$ cat config.mk
export PLATFORM = sky130hd
export DESIGN_NAME = rmf_fault_status
export DESIGN_NICKNAME = d
export VERILOG_FILES = /design/src/rmf_pkg.sv /design/src/rmf_sticky_flag.sv /design/src/rmf_event_gen.sv /design/src/rmf_fault_status.sv
export SDC_FILE = /design/constraint.sdc
export NUM_CORES = 1
export LEC_CHECK = 0
export BUFFER_PORTS_ARGS = -buffer_cell sky130_fd_sc_hd__buf_2
export CAP_MARGIN = 20
export CORE_MARGIN = 5
export CORE_UTILIZATION = 49
export CTS_BUF_LIST = sky130_fd_sc_hd__clkbuf_2 sky130_fd_sc_hd__clkbuf_4 sky130_fd_sc_hd__clkbuf_8
export CTS_CLUSTER_DIAMETER = 100
export DETAILED_ROUTE_END_ITERATION = 12
export PLACE_DENSITY = 0.92
export SYNTH_ARGS = -nofsm -noshare
export SYNTH_HDL_FRONTEND = slang
export SYNTH_SLANG_ARGS = --single-unit
export TNS_END_PERCENT = 1
$ cat constraint.sdc
create_clock -name clk_i -period 3.4 [get_ports clk_i]
set_input_delay 0.17 -clock clk_i [delete_from_list [all_inputs] [get_ports clk_i]]
set_output_delay 0.17 -clock clk_i [all_outputs]
set_load 0.03 [all_outputs]
$ cat src/rmf_pkg.sv
// How it works
// - Bit 7 and bits 31:16 read zero.
// - Index field holds first pending record index.
// - Index field meaningful only while summary set.
// - Set time-out flag on completion time-out.
// - Set completion error flag on bad completion.
// - No endpoint cache: bits 6,5 reserved zero.
// - Set queue error flag; absent queue: zero.
// - Set advanced pending on first log record.
// - Set advanced overflow on log overflow.
// - No advanced logging: bits 3,2 reserved zero.
// - Summary bit is OR of record-pending bits.
// - Summary rising updates index, raises event.
// - Overflow flag set blocks new fault recording.
// - Event mask set blocks fault message; irq_o is not gated by it.
package rmf_pkg;
	localparam int ADR_W = 8;
	localparam int DAT_W = 32;
	localparam int SEL_W = 4;
	localparam int REC_N = 16;
	localparam int IDX_W = 8;
	localparam int FLG_W = 7;
	localparam logic [ADR_W-1:0] OFS_STATUS = 8'h34;
	localparam logic [ADR_W-1:0] OFS_EVCTL = 8'h38;
	localparam logic [ADR_W-1:0] OFS_IRQ_STAT = 8'h40;
	localparam logic [ADR_W-1:0] OFS_IRQ_MASK = 8'h44;
	localparam int BIT_TIMEOUT = 6;
	localparam int BIT_CPL_ERR = 5;
	localparam int BIT_QUEUE = 4;
	localparam int BIT_ADV_PEND = 3;
	localparam int BIT_ADV_OVF = 2;
	localparam int BIT_SUMMARY = 1;
	localparam int BIT_PRI_OVF = 0;
	localparam int IDX_LSB = 8;
	localparam int BIT_EV_MASK = 31;
	localparam int BIT_EV_HELD = 30;
	localparam int LANE_LOW = 0;
	localparam int LANE_TOP = 3;
	localparam logic [FLG_W-1:0] STICKY_BITS = 7'h7d;
	localparam logic [FLG_W-1:0] FLAGS_RST = 7'h00;
	localparam logic [IDX_W-1:0] IDX_RST = 8'h00;
	localparam logic EV_MASK_RST = 1'b1;
	localparam logic [FLG_W-1:0] IRQ_MASK_RST = 7'h00;
	localparam logic [DAT_W-1:0] DAT_ZERO = 32'h0000_0000;
endpackage

$ cat src/rmf_sticky_flag.sv
`timescale 1ns/1ns
module rmf_sticky_flag (
	// Clock and reset.
	input wire logic clk_i,
	input wire logic rst_i,
	// Control.
	input wire logic impl_i,
	input wire logic set_i,
	input wire logic clr_i,
	// State.
	output logic flag_o
);
	logic flag_reg;
	logic flag_next;

	// A set in the clearing cycle wins so the event is never lost.
	always_comb begin
		flag_next = impl_i & (set_i | (flag_reg & ~clr_i));
	end

	always_ff @(posedge clk_i) begin
		if (rst_i) begin
			flag_reg <= 1'b0;
		end else begin
			flag_reg <= flag_next;
		end
	end

	assign flag_o = flag_reg;
endmodule // rmf_sticky_flag

$ cat src/rmf_event_gen.sv
`timescale 1ns/1ns
module rmf_event_gen (
	// Clock and reset.
	input wire logic clk_i,
	input wire logic rst_i,
	// Event and mask.
	input wire logic event_i,
	input wire logic mask_i,
	// Message request.
	output logic send_o,
	output logic held_o
);
	logic send_reg;
	logic send_next;
	logic held_reg;
	logic held_next;

	// A masked event is held so that unmasking later still delivers it.
	always_comb begin
		send_next = 1'b0;
		held_next = held_reg;
		if (mask_i) begin
			held_next = held_reg | event_i;
		end else if (event_i || held_reg) begin
			send_next = 1'b1;
			held_next = 1'b0;
		end
	end

	always_ff @(posedge clk_i) begin
		if (rst_i) begin
			send_reg <= 1'b0;
			held_reg <= 1'b0;
		end else begin
			send_reg <= send_next;
			held_reg <= held_next;
		end
	end

	assign send_o = send_reg;
	assign held_o = held_reg;
endmodule // rmf_event_gen

$ cat src/rmf_fault_status.sv
// Added by the designer: the Wishbone interface to the registers.
`timescale 1ns/1ns
module rmf_fault_status
	import rmf_pkg::*;
#(
	parameter bit HAS_EP_CACHE = 1'b1,
	parameter bit HAS_QUEUE = 1'b1,
	parameter bit HAS_ADV_LOG = 1'b1
) (
	// Clock and reset.
	input wire logic clk_i,
	input wire logic rst_i,
	// Wishbone slave.
	input wire logic wb_cyc_i,
	input wire logic wb_stb_i,
	input wire logic wb_we_i,
	input wire logic [ADR_W-1:0] wb_adr_i,
	input wire logic [SEL_W-1:0] wb_sel_i,
	input wire logic [DAT_W-1:0] wb_dat_i,
	output logic [DAT_W-1:0] wb_dat_o,
	output logic wb_ack_o,
	// Hardware fault events.
	input wire logic inval_timeout_i,
	input wire logic inval_cpl_error_i,
	input wire logic queue_error_i,
	input wire logic adv_first_record_i,
	input wire logic adv_overflow_i,
	input wire logic record_overflow_i,
	input wire logic [REC_N-1:0] record_pending_i,
	// Fault recording control and event outputs.
	output logic record_hold_o,
	output logic fault_msg_send_o,
	output logic irq_o
);
	function automatic logic [IDX_W-1:0] lowest_set(
		input logic [REC_N-1:0] vec
	);
		logic [IDX_W-1:0] idx;
		idx = IDX_RST;
		for (int i = REC_N - 1; i >= 0; i--) begin
			if (vec[i]) begin
				idx = IDX_W'(i);
			end
		end
		return idx;
	endfunction

	function automatic logic [FLG_W-1:0] w1c_bits(
		input logic hit,
		input logic [SEL_W-1:0] sel,
		input logic [DAT_W-1:0] dat
	);
		logic [FLG_W-1:0] bits;
		bits = '0;
		if (hit && sel[LANE_LOW]) begin
			bits = dat[FLG_W-1:0];
		end
		return bits;
	endfunction

	// Bus state.
	logic ack_reg;
	logic ack_next;
	logic [DAT_W-1:0] rdata_reg;
	logic [DAT_W-1:0] rdata_next;
	logic req;
	logic wr_en;
	logic hit_status;
	logic hit_evctl;
	logic hit_irq_stat;
	logic hit_irq_mask;

	// Fault status state.
	logic [FLG_W-1:0] impl;
	logic [FLG_W-1:0] flag_set;
	logic [FLG_W-1:0] flag_clr;
	logic [FLG_W-1:0] flags;
	logic summary_reg;
	logic summary_next;
	logic [IDX_W-1:0] index_reg;
	logic [IDX_W-1:0] index_next;
	logic [FLG_W-1:0] rising;
	logic fault_event;

	// Event control and interrupt state.
	logic ev_mask_reg;
	logic ev_mask_next;
	logic ev_held;
	logic [FLG_W-1:0] irq_stat_reg;
	logic [FLG_W-1:0] irq_stat_next;
	logic [FLG_W-1:0] irq_mask_reg;
	logic [FLG_W-1:0] irq_mask_next;
	logic irq_reg;
	logic irq_next;

	// Address decode.
	always_comb begin
		hit_status = 1'b0;
		hit_evctl = 1'b0;
		hit_irq_stat = 1'b0;
		hit_irq_mask = 1'b0;
		if (wb_adr_i == OFS_STATUS) begin
			hit_status = 1'b1;
		end else if (wb_adr_i == OFS_EVCTL) begin
			hit_evctl = 1'b1;
		end else if (wb_adr_i == OFS_IRQ_STAT) begin
			hit_irq_stat = 1'b1;
		end else if (wb_adr_i == OFS_IRQ_MASK) begin
			hit_irq_mask = 1'b1;
		end
	end

	// Writes land on the acknowledged edge, the one the master samples.
	assign req = wb_cyc_i & wb_stb_i;
	assign wr_en = req & wb_we_i & ack_reg;

	// Read data is prepared in the request cycle and held with ack.
	always_comb begin
		ack_next = req & ~ack_reg;
		rdata_next = rdata_reg;
		if (req && !ack_reg) begin
			rdata_next = DAT_ZERO;
			if (hit_status) begin
				rdata_next[FLG_W-1:0] = flags & impl;
				rdata_next[BIT_SUMMARY] = summary_reg;
				rdata_next[IDX_LSB +: IDX_W] = index_reg;
			end else if (hit_evctl) begin
				rdata_next[BIT_EV_MASK] = ev_mask_reg;
				rdata_next[BIT_EV_HELD] = ev_held;
			end else if (hit_irq_stat) begin
				rdata_next[FLG_W-1:0] = irq_stat_reg;
			end else if (hit_irq_mask) begin
				rdata_next[FLG_W-1:0] = irq_mask_reg;
			end
		end
	end

	always_ff @(posedge clk_i) begin
		if (rst_i) begin
			ack_reg <= 1'b0;
			rdata_reg <= DAT_ZERO;
		end else begin
			ack_reg <= ack_next;
			rdata_reg <= rdata_next;
		end
	end

	assign wb_ack_o = ack_reg;
	assign wb_dat_o = rdata_reg;

	// Missing features leave their flags permanently at zero.
	always_comb begin
		impl = STICKY_BITS;
		impl[BIT_TIMEOUT] = HAS_EP_CACHE;
		impl[BIT_CPL_ERR] = HAS_EP_CACHE;
		impl[BIT_QUEUE] = HAS_QUEUE;
		impl[BIT_ADV_PEND] = HAS_ADV_LOG;
		impl[BIT_ADV_OVF] = HAS_ADV_LOG;
	end

	always_comb begin
		flag_set = FLAGS_RST;
		flag_set[BIT_TIMEOUT] = inval_timeout_i;
		flag_set[BIT_CPL_ERR] = inval_cpl_error_i;
		flag_set[BIT_QUEUE] = queue_error_i;
		flag_set[BIT_ADV_PEND] = adv_first_record_i;
		flag_set[BIT_ADV_OVF] = adv_overflow_i;
		flag_set[BIT_PRI_OVF] = record_overflow_i;
		flag_clr = w1c_bits(wr_en & hit_status, wb_sel_i, wb_dat_i);
	end

	for (genvar g = 0; g < FLG_W; g++) begin : g_flag
		if (STICKY_BITS[g]) begin : g_sticky
			rmf_sticky_flag u_flag (
				.clk_i(clk_i),
				.rst_i(rst_i),
				.impl_i(impl[g]),
				.set_i(flag_set[g]),
				.clr_i(flag_clr[g]),
				.flag_o(flags[g])
			);
		end else begin : g_none
			assign flags[g] = 1'b0;
		end
	end

	// The index is caught only on the rising summary; it stays stale after.
	always_comb begin
		summary_next = |record_pending_i;
		index_next = index_reg;
		if (summary_next && !summary_reg) begin
			index_next = lowest_set(record_pending_i);
		end
	end

	always_ff @(posedge clk_i) begin
		if (rst_i) begin
			summary_reg <= 1'b0;
			index_reg <= IDX_RST;
		end else begin
			summary_reg <= summary_next;
			index_reg <= index_next;
		end
	end

	// Only a flag going from clear to set counts as a new fault event.
	always_comb begin
		rising = flag_set & impl & ~flags;
		rising[BIT_ADV_PEND] = flag_set[BIT_ADV_PEND] & impl[BIT_ADV_PEND]
			& ~flags[BIT_ADV_PEND];
		rising[BIT_SUMMARY] = summary_next & ~summary_reg;
		fault_event = |rising;
	end

	// Recording stalls while primary overflow stands.
	assign record_hold_o = flags[BIT_PRI_OVF];

	always_comb begin
		ev_mask_next = ev_mask_reg;
		if (wr_en && hit_evctl && wb_sel_i[LANE_TOP]) begin
			ev_mask_next = wb_dat_i[BIT_EV_MASK];
		end
	end

	rmf_event_gen u_event (
		.clk_i(clk_i),
		.rst_i(rst_i),
		.event_i(fault_event),
		.mask_i(ev_mask_reg),
		.send_o(fault_msg_send_o),
		.held_o(ev_held)
	);

	// Interrupt status mirrors each new event; writes of one clear it.
	always_comb begin
		irq_stat_next = rising
			| (irq_stat_reg
			& ~w1c_bits(wr_en & hit_irq_stat, wb_sel_i, wb_dat_i));
		irq_mask_next = irq_mask_reg;
		if (wr_en && hit_irq_mask && wb_sel_i[LANE_LOW]) begin
			irq_mask_next = wb_dat_i[FLG_W-1:0];
		end
		irq_next = |(irq_stat_next & irq_mask_next);
	end

	always_ff @(posedge clk_i) begin
		if (rst_i) begin
			ev_mask_reg <= EV_MASK_RST;
			irq_stat_reg <= FLAGS_RST;
			irq_mask_reg <= IRQ_MASK_RST;
			irq_reg <= 1'b0;
		end else begin
			ev_mask_reg <= ev_mask_next;
			irq_stat_reg <= irq_stat_next;
			irq_mask_reg <= irq_mask_next;
			irq_reg <= irq_next;
		end
	end

	assign irq_o = irq_reg;
endmodule // rmf_fault_status

==> results.py <==
metrics = {
    "outcome": {
        "status": "complete, no violations",
    },
    "power": {
        "p_leak_nw": 1.12,
        "ir_worst_vdd_mv": 0.234,
        "power.density_nw_per_um2": 422,
    },
    "global_routing": {
        "antenna_found_initial": 0,
        "track_usage": 0.185,
        "grt_pass1_wl_um": 7890,
        "overflow": 0,
        "grt_pass1_vias": 1751,
        "grt_max_degree": 39,
    },
    "floorplan": {
        "io_pins": 107,
        "core_area_um2": 4030,
        "num_rows": 23,
        "dieArea_um2": 5600,
        "fp.dieW_um": 74.8,
        "die_y_um": 74.8,
        "initial_utilization": 0.511,
    },
    "synthesis": {
        "yosysWarnings": 0,
        "ys_async_sr_fraction": 0,
        "ys_ff_latch": 43,
        "ys_types": 39,
        "synth-edff-count": 0,
        "synthFlopType": "dfxtp_1",
        "netlist_instances": 245,
        "synth.avg_cell_area_um2": 8.41,
        "synth.area.top_cells": "dfxtp_1 (42%), nor2_1 (7.1%), buf_4 (6.9%), a21oi_1 (5.8%), nand2_1 (4.0%)",
        "synth_top_cell_by_area": "dfxtp_1",
        "yosysTopAreaCellShare": 0.418,
        "netlist_area_um2": 2060,
        "ys_seq_area_frac": 0.418,
    },
    "hold_path": {
        "min_to": "g_flag[2].g_sticky.u_flag.flag_o",
        "min-delay-path-class": "input port to flop",
        "whs_path_depth": 3,
        "hold_start": "adv_overflow_i",
    },
    "sta": {
        "clock.fmax_ghz": 0.516,
        "hold_viol": 0,
        "final.min_clock_period_ps": 1940,
        "setup_viol": 0,
        "rsz0062_at_grt": "no",
        "tightestPinTransition_ps": 670,
        "final.period_utilization": 0.571,
        "finClkSkew_ps": 7.57,
        "tns_ps": 0,
        "drv_slew": 0,
        "relSlewSlack": 0.553,
    },
    "layout": {
        "mostFrequentLayoutCells": "buf_2 (61), dfxtp_1 (43), nor2_1 (39)",
        "instances_no_fill": 352,
        "drive_gt1_frac": 0.272,
        "final_nets": 372,
        "final_common_cell": "buf_2",
        "syn_to_final_growth_pct": 16.6,
        "n_antenna_cell": 0,
        "largest_register_ffs": 13,
    },
    "worst_setup_path": {
        "worstPathMaxFanout": 7,
        "arrival_ps": 2120,
        "r2r_start": "wb_ack_o",
        "crit_path_end_kind": "flop",
        "cpMostUsedCell": "and4_1",
        "reg2reg_to": "irq_o",
        "r2r_slack_ps": 1460,
        "worstRegToRegCells": 6,
        "crit_required_ps": 3580,
        "critical_path_buf_inv_count": 0,
        "cp-start-kind": "flop",
        "crit_chain": "and4_1, and4_1, nand2_1, a21oi_1, o22ai_1, o41a_1",
        "max_stage_delay_ps": 420,
        "cp_top_family": "simple AND/OR/NAND/NOR gates",
        "critPathKind": "flop to flop",
        "critPathSlowestCell": "o41a_1",
    },
    "detailed_routing": {
        "wl_per_cell_um": 14.3,
        "vias": 1910,
        "ant_nets": 0,
        "drt-initial-drc-count": 125,
        "drc": 0,
        "routed_wirelength_um": 5030,
        "via_per_inst": 5.43,
        "firstDrtPassIters": 5,
    },
    "clock_network": {
        "worstSkewPairLatency_ps": 300,
        "cts_max_level": 2,
        "holdBufCountCts": 0,
        "cts_root_buf": "clkbuf_8",
        "cts_tree": "yes",
        "numCtsBuffers": 5,
        "post_cts_resize_count": 0,
        "clock_sinks": 43,
        "cts_setup_buffers": 0,
        "clockBufferDepth": 2,
        "clkSlewWorstSetupHoldPaths_ps": 80,
    },
    "placed_design": {
        "dp_hpwl_um": 3920,
        "dpl.cell_count": 344,
        "place_congestion": 0.814,
        "port_buffers": 61,
    },
    "job": {
        "cap_violations": 0,
    },
}
## worst max-delay path by stage
stage,start,end,slack (ps),cells past startpoint
after floorplan,wb_ack_o,irq_o,1490,7
after global placement,wb_adr_i[5],irq_o,1290,7
after detailed placement,wb_adr_i[5],irq_o,1230,7
after CTS,wb_ack_o,irq_o,1450,6
after global routing,wb_ack_o,irq_o,1280,6
final,wb_ack_o,irq_o,1460,6
## layer usage
layer	wire [um]	global-route usage	share of wire	vias up
met5	0	0	0	-
met4	47	0.0731	0.0093	0
met3	461	0.0414	0.092	6
met2	2550	0.315	0.51	81
met1	1970	0.227	0.39	880
li1	-	-	-	943
## cell families after synthesis
kind of cell           count (synthesis)  share of synthesized area
AND/OR/NAND/NOR                      103                      0.260
other                                  1                    0.00182
AO/OA/AOI/OAI                         54                      0.180
buffers and inverters                 36                      0.101
multiplexers                           8                     0.0389
flip-flops                            43                      0.418
## final cells by class
cell class / count / area (um^2)
fill: 384 / 1630
multi-input combinational: 184 / 1060
sequential: 43 / 861
timing repair buffer: 62 / 313
clock buffer: 7 / 83.8
tap: 50 / 62.6
inverter: 5 / 18.8
clock inverter: 1 / 5.00
## where the power goes
group | total, mW | switching [mW] | internal, mW
Sequential | 0.538 | 0.0138 | 0.524
Combinational | 0.146 | 0.0974 | 0.0486
Clock | 0.329 | 0.169 | 0.160
## through the flow
step	utilization	power (mW)	hold WS [ps]	setup WS, ps	cell area, um^2
floorplan	-	0.656	287	1490	2130
global placement	0.572	0.689	385	1290	2300
detailed placement	0.574	0.695	396	1230	2310
CTS	0.596	1.02	81.5	1450	2400
global route	0.596	1.06	92.1	1280	2400
finish	0.596	1.01	80.2	1460	2400
## synthesized netlist by cell type, types with 3 or more instances
master / instances
dfxtp_1: 43
nor2_1: 39
a21oi_1: 24
nand2_1: 22
buf_4: 19
clkbuf_1: 10
a211oi_1: 8
mux2i_1: 8
a222oi_1: 7
nand3_1: 7
nor2b_1: 7
inv_1: 5
and2_1: 4
nor3_1: 4
and3_1: 3
nor4_1: 3
o22ai_1: 3
or4_4: 3
## tightest hold or removal path: stages
cell	delay [ps]
buf_2	80
a21oi_1	30
nor2_1	60
(Power assumes the default switching activity.)
